## src/damp_cfg_pkg.sv

```systemverilog
package damp_cfg_pkg;

    // ****************************************************************
    // Register map
    // ****************************************************************
    localparam logic [6:0] AUX_DAMP_ADDR     = 7'h6A;
    localparam logic [6:0] MAIN_DAMP_ADDR    = 7'h6B;
    localparam logic [7:0] AUX_DAMP_RESET    = 8'h13;
    localparam logic [7:0] MAIN_DAMP_RESET   = 8'h13;
    localparam logic [7:0] DAMP_WRITE_MASK   = 8'h77;
    localparam int         GAIN_LSB          = 4;
    localparam int         GAIN_MSB          = 6;
    localparam int         CODE_LSB          = 0;
    localparam int         CODE_MSB          = 2;

    // ****************************************************************
    // Serial port framing
    // ****************************************************************
    localparam int         CMD_RW_BIT        = 7;
    localparam logic [2:0] LAST_BIT          = 3'h7;

    // ****************************************************************
    // Bandwidth classes and damping factors
    // ****************************************************************
    localparam logic [2:0] BW_4HZ            = 3'h0;
    localparam logic [2:0] BW_8HZ            = 3'h1;
    localparam logic [2:0] BW_18HZ           = 3'h2;
    localparam logic [2:0] BW_35HZ           = 3'h3;
    localparam logic [2:0] BW_70HZ           = 3'h4;

    localparam logic [2:0] DF_1P2            = 3'h0;
    localparam logic [2:0] DF_2P5            = 3'h1;
    localparam logic [2:0] DF_5              = 3'h2;
    localparam logic [2:0] DF_10             = 3'h3;
    localparam logic [2:0] DF_20             = 3'h4;
    localparam logic [2:0] DF_NONE           = 3'h7;

    typedef enum logic [3:0] {
        SP_IDLE = 4'h1,
        SP_CMD  = 4'h2,
        SP_DATA = 4'h4,
        SP_DONE = 4'h8
    } spi_state_t;

endpackage

```

## src/damp_cfg.sv

```systemverilog
// Functional notes
// - Bits 6 to 4 of each damping register hold the low-frequency gain used at 8 kHz or below in analog feedback.
// - That gain only applies while the loop's secondary detector gain enable is set.
// - Above 8 kHz in analog feedback the loop uses the high-frequency gain field instead.
// - Auxiliary bits 2 to 0 pick a bandwidth-dependent damping factor, code 011 being 5.
// - The main loop damping register resets to 0x13.
// - Main damping codes resolve to factors per bandwidth class 4, 8, 18, 35 or 70 Hz.
`timescale 1ns/1ps
module damp_cfg
    import damp_cfg_pkg::*;
(
    input  wire logic       I_CLK,
    input  wire logic       I_SYS_RST,
    input  wire logic       I_SPI_CS_N,
    input  wire logic       I_SPI_SCLK,
    input  wire logic       I_SPI_SDI,
    output logic            O_SPI_SDO,
    output logic            O_SPI_SDO_OE,
    input  wire logic [2:0] I_MAIN_BW_CLASS,
    input  wire logic [2:0] I_AUX_BW_CLASS,
    input  wire logic       I_MAIN_GAIN_ON,
    input  wire logic       I_AUX_GAIN_ON,
    input  wire logic [2:0] I_MAIN_HF_GAIN,
    input  wire logic [2:0] I_AUX_HF_GAIN,
    input  wire logic       I_MAIN_ANALOG,
    input  wire logic       I_AUX_ANALOG,
    input  wire logic       I_MAIN_REF_LE_8K,
    input  wire logic       I_AUX_REF_LE_8K,
    output logic [2:0]      O_MAIN_DAMP_FACTOR,
    output logic [2:0]      O_AUX_DAMP_FACTOR,
    output logic            O_MAIN_SPD_USED,
    output logic            O_AUX_SPD_USED,
    output logic [2:0]      O_MAIN_SPD_GAIN,
    output logic [2:0]      O_AUX_SPD_GAIN
);

    // ****************************************************************
    // Lookup functions
    // ****************************************************************
    function automatic logic [2:0] damp_factor(input logic [2:0] code, input logic [2:0] bw);
        logic [2:0] f;
        f = DF_NONE;
        case (code)
            3'h1: begin
                f = (bw == BW_4HZ) ? DF_5 : (bw == BW_8HZ) ? DF_2P5 : DF_1P2;
            end
            3'h2: begin
                f = (bw == BW_4HZ || bw == BW_8HZ) ? DF_5 : DF_2P5;
            end
            3'h3: begin
                f = DF_5;
            end
            3'h4: begin
                f = (bw == BW_4HZ) ? DF_5 : DF_10;
            end
            3'h5: begin
                f = (bw == BW_4HZ) ? DF_5 : (bw == BW_8HZ) ? DF_10 : DF_20;
            end
            default: begin
                f = DF_NONE;
            end
        endcase
        if (bw > BW_70HZ) begin
            f = DF_NONE;
        end
        return f;
    endfunction

    function automatic logic [2:0] spd_gain(input logic analog, input logic le_8k,
                                             input logic [2:0] lf, input logic [2:0] hf);
        logic [2:0] g;
        g = hf;
        if (analog && le_8k) begin
            g = lf;
        end
        return g;
    endfunction

    // ****************************************************************
    // Pin synchronisers
    // ****************************************************************
    logic [1:0] cs_sync_r;
    logic [2:0] sclk_sync_r;
    logic [1:0] sdi_sync_r;
    logic       cs_active;
    logic       sclk_rise;

    always_ff @(posedge I_CLK or posedge I_SYS_RST) begin
        if (I_SYS_RST) begin
            cs_sync_r   <= 2'h3;
            sclk_sync_r <= 3'h0;
            sdi_sync_r  <= 2'h0;
        end else begin
            cs_sync_r   <= {cs_sync_r[0], I_SPI_CS_N};
            sclk_sync_r <= {sclk_sync_r[1:0], I_SPI_SCLK};
            sdi_sync_r  <= {sdi_sync_r[0], I_SPI_SDI};
        end
    end

    assign cs_active = ~cs_sync_r[1];
    assign sclk_rise = sclk_sync_r[1] & ~sclk_sync_r[2];

    // ****************************************************************
    // Serial port and register bank
    // ****************************************************************
    spi_state_t state_r, state_nxt;
    logic [2:0] cnt_r, cnt_nxt;
    logic [7:0] rx_r, rx_nxt;
    logic [7:0] cmd_r, cmd_nxt;
    logic [7:0] tx_r, tx_nxt;
    logic [7:0] aux_r, aux_nxt;
    logic [7:0] main_r, main_nxt;
    logic       oe_nxt;
    logic [7:0] shift_in;

    always_comb begin
        state_nxt = state_r;
        cnt_nxt   = cnt_r;
        rx_nxt    = rx_r;
        cmd_nxt   = cmd_r;
        tx_nxt    = tx_r;
        aux_nxt   = aux_r;
        main_nxt  = main_r;
        shift_in  = {rx_r[6:0], sdi_sync_r[1]};
        if (!cs_active) begin
            state_nxt = SP_IDLE;
            cnt_nxt   = 3'h0;
        end else begin
            case (state_r)
                SP_IDLE: begin
                    state_nxt = SP_CMD;
                    cnt_nxt   = 3'h0;
                end
                SP_CMD: begin
                    if (sclk_rise) begin
                        rx_nxt  = shift_in;
                        cnt_nxt = cnt_r + 3'h1;
                        if (cnt_r == LAST_BIT) begin
                            cmd_nxt   = shift_in;
                            state_nxt = SP_DATA;
                            // Unmapped addresses read as zero
                            if (shift_in[6:0] == AUX_DAMP_ADDR) begin
                                tx_nxt = aux_r;
                            end else if (shift_in[6:0] == MAIN_DAMP_ADDR) begin
                                tx_nxt = main_r;
                            end else begin
                                tx_nxt = 8'h00;
                            end
                        end
                    end
                end
                SP_DATA: begin
                    if (sclk_rise) begin
                        rx_nxt  = shift_in;
                        cnt_nxt = cnt_r + 3'h1;
                        // Shift after master sampled on the same edge
                        tx_nxt  = {tx_r[6:0], 1'b0};
                        if (cnt_r == LAST_BIT) begin
                            state_nxt = SP_DONE;
                            if (!cmd_r[CMD_RW_BIT]) begin
                                // Reserved bits never stored, read back zero
                                if (cmd_r[6:0] == AUX_DAMP_ADDR) begin
                                    aux_nxt = shift_in & DAMP_WRITE_MASK;
                                end else if (cmd_r[6:0] == MAIN_DAMP_ADDR) begin
                                    main_nxt = shift_in & DAMP_WRITE_MASK;
                                end
                            end
                        end
                    end
                end
                SP_DONE: begin
                    // Extra clocks ignored until chip select rises
                    state_nxt = SP_DONE;
                end
                default: begin
                    state_nxt = SP_IDLE;
                end
            endcase
        end
        oe_nxt = cs_active && (state_nxt == SP_DATA) && cmd_nxt[CMD_RW_BIT];
    end

    always_ff @(posedge I_CLK or posedge I_SYS_RST) begin
        if (I_SYS_RST) begin
            state_r      <= SP_IDLE;
            cnt_r        <= 3'h0;
            rx_r         <= 8'h00;
            cmd_r        <= 8'h00;
            tx_r         <= 8'h00;
            aux_r        <= AUX_DAMP_RESET;
            main_r       <= MAIN_DAMP_RESET;
            O_SPI_SDO_OE <= 1'b0;
        end else begin
            state_r      <= state_nxt;
            cnt_r        <= cnt_nxt;
            rx_r         <= rx_nxt;
            cmd_r        <= cmd_nxt;
            tx_r         <= tx_nxt;
            aux_r        <= aux_nxt;
            main_r       <= main_nxt;
            O_SPI_SDO_OE <= oe_nxt;
        end
    end

    assign O_SPI_SDO = tx_r[7];

    // ****************************************************************
    // Loop settings
    // ****************************************************************
    logic [2:0] main_df_nxt;
    logic [2:0] aux_df_nxt;
    logic [2:0] main_g_nxt;
    logic [2:0] aux_g_nxt;
    logic       main_used_nxt;
    logic       aux_used_nxt;

    always_comb begin
        main_df_nxt   = damp_factor(main_r[CODE_MSB:CODE_LSB], I_MAIN_BW_CLASS);
        aux_df_nxt    = damp_factor(aux_r[CODE_MSB:CODE_LSB], I_AUX_BW_CLASS);
        main_used_nxt = I_MAIN_GAIN_ON;
        aux_used_nxt  = I_AUX_GAIN_ON;
        main_g_nxt    = 3'h0;
        aux_g_nxt     = 3'h0;
        if (I_MAIN_GAIN_ON) begin
            main_g_nxt = spd_gain(I_MAIN_ANALOG, I_MAIN_REF_LE_8K,
                                  main_r[GAIN_MSB:GAIN_LSB], I_MAIN_HF_GAIN);
        end
        if (I_AUX_GAIN_ON) begin
            aux_g_nxt = spd_gain(I_AUX_ANALOG, I_AUX_REF_LE_8K,
                                 aux_r[GAIN_MSB:GAIN_LSB], I_AUX_HF_GAIN);
        end
    end

    always_ff @(posedge I_CLK or posedge I_SYS_RST) begin
        if (I_SYS_RST) begin
            O_MAIN_DAMP_FACTOR <= DF_5;
            O_AUX_DAMP_FACTOR  <= DF_5;
            O_MAIN_SPD_USED    <= 1'b0;
            O_AUX_SPD_USED     <= 1'b0;
            O_MAIN_SPD_GAIN    <= 3'h0;
            O_AUX_SPD_GAIN     <= 3'h0;
        end else begin
            O_MAIN_DAMP_FACTOR <= main_df_nxt;
            O_AUX_DAMP_FACTOR  <= aux_df_nxt;
            O_MAIN_SPD_USED    <= main_used_nxt;
            O_AUX_SPD_USED     <= aux_used_nxt;
            O_MAIN_SPD_GAIN    <= main_g_nxt;
            O_AUX_SPD_GAIN     <= aux_g_nxt;
        end
    end

endmodule

```

## config.mk

```make
export PLATFORM = sky130hd
export DESIGN_NAME = damp_cfg
export DESIGN_NICKNAME = d
export VERILOG_FILES = /design/src/damp_cfg_pkg.sv /design/src/damp_cfg.sv
export SDC_FILE = /design/constraint.sdc
export NUM_CORES = 1
export LEC_CHECK = 0
export BUFFER_PORTS_ARGS = -buffer_cell sky130_fd_sc_hd__buf_4
export CAP_MARGIN = 40
export CORE_MARGIN = 2
export CORE_UTILIZATION = 40
export DETAILED_ROUTE_END_ITERATION = 8
export GPL_TIMING_DRIVEN = 0
export MAX_ROUTING_LAYER = met4
export PLACE_DENSITY = 0.69
export SETUP_SLACK_MARGIN = 0.5
export SYNTH_ARGS = -nofsm -noshare
export SYNTH_HDL_FRONTEND = slang
export SYNTH_SLANG_ARGS = --single-unit
```

## constraint.sdc

```tcl
create_clock -name I_CLK -period 4.7 [get_ports I_CLK]
set_input_delay 0 -clock I_CLK [delete_from_list [all_inputs] [get_ports I_CLK]]
set_output_delay 0 -clock I_CLK [all_outputs]
set_load 0.01 [all_outputs]
```

-- Word-level counts from Yosys, hierarchy flattened
Cells that the tools add are included.
- output and inout bits: 16
- input bits: 23
- word-level logic and storage cells: 108
- flip-flop bits (word level): 64
- multiplexer cells: 39
- bitwise operators: 5
- magnitude comparators: 2
- reduce and logical (&&, ||, !) cells: 17
- equality and inequality tests: 26
- add/subtract/negate cells: 1
- operators by type and width (kind ; count):
    $mux W8 ; 7
    $mux W3 ; 12
    $pmux W3 S5 ; 2
    $eq A7 B7 Y1 const B ; 4
    $mux W4 ; 5
    $pmux W4 S4 ; 1
    $pmux W8 S2 ; 1
    $eq A3 B3 Y1 const B ; 5
    $mux W7 ; 2
    $eq A3 B1 Y1 const B ; 4
    $eq A3 B2 Y1 const B ; 4
    $eq A4 B3 Y1 const B ; 2
    $mux W2 ; 4
    $reduce_and A7 Y1 ; 1
    $gt A3 B3 Y1 const B ; 2
    $logic_not A3 Y1 ; 2
    $ne A2 B2 Y1 const B ; 3
    $pmux W3 S2 ; 1
    $reduce_and A6 Y1 ; 1
    $reduce_and A5 Y1 ; 1
    $eq A4 B1 Y1 const B ; 1
    $eq A4 B2 Y1 const B ; 1
    $eq A4 B4 Y1 const B ; 1
    $logic_and A1 B1 Y1 ; 4
    12 further kinds ; 19

-- Depth between registers and ports, before layout
- depth after elaboration: 8
- mapped depth: 7
- mapped depth without buffers: 6

-- Worst setup path after synthesis
OpenSTA, ideal clock, no wires.
- kind: reg-to-reg
- from: register state_r[1]
- to: register aux_r[2]
- setup time: 0.125 ns
- arrival: 1.612 ns
- buffers on the path: 2
- required time: 4.575 ns
- clock period less this slack: 1.737 ns
- setup slack: 2.963 ns
- stages on the path, launching flop included: 7
- path through: dfrtp_1 > buf_4 > nor4b_4 > and3b_2 > and4b_1 > buf_6 > mux2_4
- cells in the longest elaborated chain, start to end: 2
- RTL lines (item ; RTL line ; text):
    from (decl) ; damp_cfg.sv:106 ; spi_state_t state_r, state_nxt;
    from (signal assigned) ; damp_cfg.sv:194 ; state_r <= state_nxt;
    $eq A4 B3 Y1 ; damp_cfg.sv:129 ; case (state_r)
    $reduce_and A6 Y1 (no source line) ; n/a ;
    to (signal assigned) ; damp_cfg.sv:199 ; aux_r <= aux_nxt;
    to (decl) ; damp_cfg.sv:111 ; logic [7:0] aux_r, aux_nxt;
Every way passes these cells.
A chain may end at the register's enable or synchronous reset.

-- Final worst setup path
- from: register main_r[2]
- to: register O_MAIN_DAMP_FACTOR[2]
- cells in the longest elaborated chain, start to end: 3
- elaborated cells between the ends (all ways): 7
- those cells by class: 5 x eq/ne; 2 x mux
- RTL lines (item ; RTL line ; text):
    from (decl) ; damp_cfg.sv:112 ; logic [7:0] main_r, main_nxt;
    from (signal assigned) ; damp_cfg.sv:200 ; main_r <= main_nxt;
    $eq A3 B3 Y1 (tied with other cells) ; damp_cfg.sv:43 ; case (code)
    $pmux W3 S5 (*) ; damp_cfg.sv:43 ;
    $mux W3 (*) ; damp_cfg.sv:63 ; if (bw > BW_70HZ) begin
    net main_df_nxt[2] ; damp_cfg.sv:210 ; logic [2:0] main_df_nxt;
    to (signal assigned) ; damp_cfg.sv:243 ; O_MAIN_DAMP_FACTOR <= main_df_nxt;
    to (decl) ; damp_cfg.sv:29 ; output logic [2:0] O_MAIN_DAMP_FACTOR,
Mark *: on every way through the listed nets, which the timed path passes. The rest lies on a longest branch.

==> flow_summary.yaml <==
logic_synthesis:
  synth_area_leader_cell: "dfrtp_1"
  syn_nets: 258
  synth_area_sq_um: 2870
  synthCells: 233
  yosysSeqAreaShare: 0.564
  synthFlopType: "dfrtp_1"
  synth.area.top_cells: "dfrtp_1 (46%), dfstp_2 (10%), mux2_2 (7.5%), mux2_4 (3.1%), mux2_1 (2.4%)"
  async_reset_ff_frac: 1.00
  yosys.cell_count.top_type: "dfrtp_1"
  synth_top_area_frac: 0.463
  syn-mean-instance-area_sq_um: 12.3
  synthTopCellsByCount: "dfrtp_1 (53), mux2_2 (19), nand2_1 (17)"
  ys_ff_latch: 64
  ys_types: 48
  synth_edf_count: 0
  yosys_warnings: 0
route:
  drt_iter0_markers: 73
  wl_per_cell_um: 13.8
  drcViolationCount: 0
  wl_um: 5690
  ant_nets: 0
  via_per_inst: 5.00
  first_pass_iters: 4
  vias: 2066
layout:
  multi_input_area_sq_um: 1170
  syn_to_final_growth_pct: 31.5
  n_antenna_cell: 0
  seq_area_sq_um: 1620
  final_area_sq_um: 3770
  drive_gt1_frac: 0.319
  final_nets: 337
  nFillCells: 583
clocking:
  cts.path.max_buffers: 2
  clock_latency_ns: 0.34
  htree_num_levels: 3
  ctsResizeCount: 0
  cts_tree: "done"
  cts_buffers: 9
  cts-root-buf: "clkbuf_8"
  path_clk_slew_ns: 0.07
  clock-sinks: 64
  cts_setup_buffers: 0
flow_run:
  maxCapViolCount: 0
global_routing:
  grt_use_total: 0.166
  antenna_found_initial: 0
  grt_max_degree: 39
  grt_pass1_vias: 2098
  grt_pass1_wl_um: 9700
  overflow: 0
placement:
  placed_area_sq_um: 3290
  hpwl_um: 3710
  gp_congestion: 0.784
  port_buffers: 38
  dp_slack_ns: 2.77
sta:
  slew_viol_final: 0
  setup_slack_ns: 2.51
  max_slew_margin: 0.515
  max_clock_freq_mhz: 457
  hold_violations: 0
  fin_crit_sh: 0.466
  final.setup.tns_ns: 0
  holdWs_ns: 0.0313
  skew_ns: 0.0100
  fin_crit_ns: 2.19
  setup_viol: 0
  worst_pin_slew_ns: 0.726
  rsz0062_at_grt: "no"
setup_path:
  cp_cell_sequence: "clkbuf_1 -> and2_1 -> o21ai_0 -> dlygate4sd3_1 -> nand4_1 -> dlygate4sd3_1"
  crit_top_cell: "dlygate4sd3_1"
  cp_top_family: "buffers and inverters"
  worst_ep_arrival_time_ns: 2.41
  regToRegSetupSlack_ns: 2.51
  cp.required_ns: 4.92
  critical_path_class: "reg2reg"
  critPathSlowestCell: "dlygate4sd3_1"
  slowest_delay_ns: 0.58
  cp_num_buf_inv: 3
  startpoint_type: "flop"
  worstPathMaxFanout: 9
  worstSetupEndpointType: "flop"
floorplanning:
  initial_core_util: 0.417
  io_pins: 39
  rows: 30
  die_x_um: 88.7
  die_h_um: 88.7
  dieArea_sq_um: 7860
  coreArea_sq_um: 6870
pwr:
  vdd_drop_max_mv: 0.182
  leakage_uw: 0.00174
  powerDensity_nw_per_um2: 297
status:
  outcome: "complete, no violations"
hold_path:
  min_path_type: "in2reg"
[flip-flops by register name, indices dropped and copies added (netlist names)]
signal	cells
O_MAIN_SPD_USED	1
aux_r	6
O_SPI_SDO_OE	1
O_MAIN_SPD_GAIN	3
sdi_sync_r	2
main_r	6
tx_r	8
cmd_r	8
state_r	4
cs_sync_r	2
sclk_sync_r	3
O_MAIN_DAMP_FACTOR	3
rx_r	7
O_AUX_SPD_GAIN	3
O_AUX_SPD_USED	1
cnt_r	3
O_AUX_DAMP_FACTOR	3
[what timing repair did]
| action | CTS | global route |
|---|---|---|
| endpoints found under the setup margin | 0 | 0 |
| hold buffers | 29 | 0 |
| hold endpoints to repair | 38 | 0 |
[cells by family after synthesis]
logic type,Yosys count,share of synthesized area
and+or+nand+nor,69,0.147
DFF,64,0.564
AOI/OAI and AO/OA,43,0.100
muxes,37,0.151
buffers and inverters,17,0.0275
adders and majority gates,2,0.00873
xor gates and xnor gates,1,0.00306
[final timing paths]
path                                                         to  cells past startpoint                     start
max in group asynchronous                 main_r[4]$_DFFE_PP1P_                      4                 I_SYS_RST
worst max-delay path            O_MAIN_DAMP_FACTOR[2]$_DFF_PP0_                      6     main_r[2]$_DFFE_PP0P_
min in group asynchronous              sclk_sync_r[2]$_DFF_PP0_                      3                 I_SYS_RST
worst max register to register  O_MAIN_DAMP_FACTOR[2]$_DFF_PP0_                      6     main_r[2]$_DFFE_PP0P_
worst min register to register         sclk_sync_r[1]$_DFF_PP0_                      0  sclk_sync_r[0]$_DFF_PP0_
worst min-delay path            O_MAIN_DAMP_FACTOR[0]$_DFF_PP0_                      3        I_MAIN_BW_CLASS[0]
[stage by stage]
step	total power, uW	instances	util
floorplan	622	233	-
global placement	656	367	0.476
detailed placement	661	368	0.479
CTS	1130	413	0.549
global route	1170	413	0.549
finish	1120	413	0.549
[area by class of cell]
cell class,instances,area share
clock buffer,10,0.0339
buffer,11,0.0149
timing repair buffer,68,0.158
inverter,6,0.00597
multi-input combinational,152,0.311
clock inverter,6,0.0159
sequential,64,0.428
tap,96,0.0319
[worst reg2reg max path, stage by stage (launching register included)]
cell	delay [ns]
dfrtp_1	0.36
clkbuf_1	0.17
and2_1	0.18
o21ai_0	0.16
dlygate4sd3_1	0.58
nand4_1	0.08
dlygate4sd3_1	0.55
[cells in the final DEF (no fill, tap or decap), types with 2 or more instances in the layout]
cell,count
buf_2,3
inv_1,5
ha_1,2
mux2_1,6
clkbuf_8,9
clkinvlp_4,2
nand2_1,17
mux2_4,6
mux2i_1,6
dfrtp_1,53
o21ai_0,13
clkbuf_1,7
nor4bb_1,2
mux2_2,19
nor2_1,11
nor3b_1,3
a21oi_1,5
and3b_1,2
nor2b_1,6
buf_4,39
nand3_1,8
a211oi_1,2
a22o_1,4
a21boi_0,6
nor4_1,2
clkinv_2,3
and4b_1,2
a22oi_1,6
dfstp_2,11
dlygate4sd3_1,29
nor3_1,4
[metal layers]
metal / track usage / wire length (um) / up-vias
met4: 0.0592 / 93 / 0
li1: - / - / 1001
met5: - / 0 / -
met1: 0.201 / 2510 / 1029
met2: 0.265 / 2910 / 27
met3: 0.0476 / 174 / 9
[power breakdown]
part	internal [uW]	leakage (uW)	switching, uW
sequential	565	0.000811	11.5
combinational	49.0	0.000834	41.9
clock	242	0.0000920	210
No activity file was read; power rests on OpenSTA's default activity.
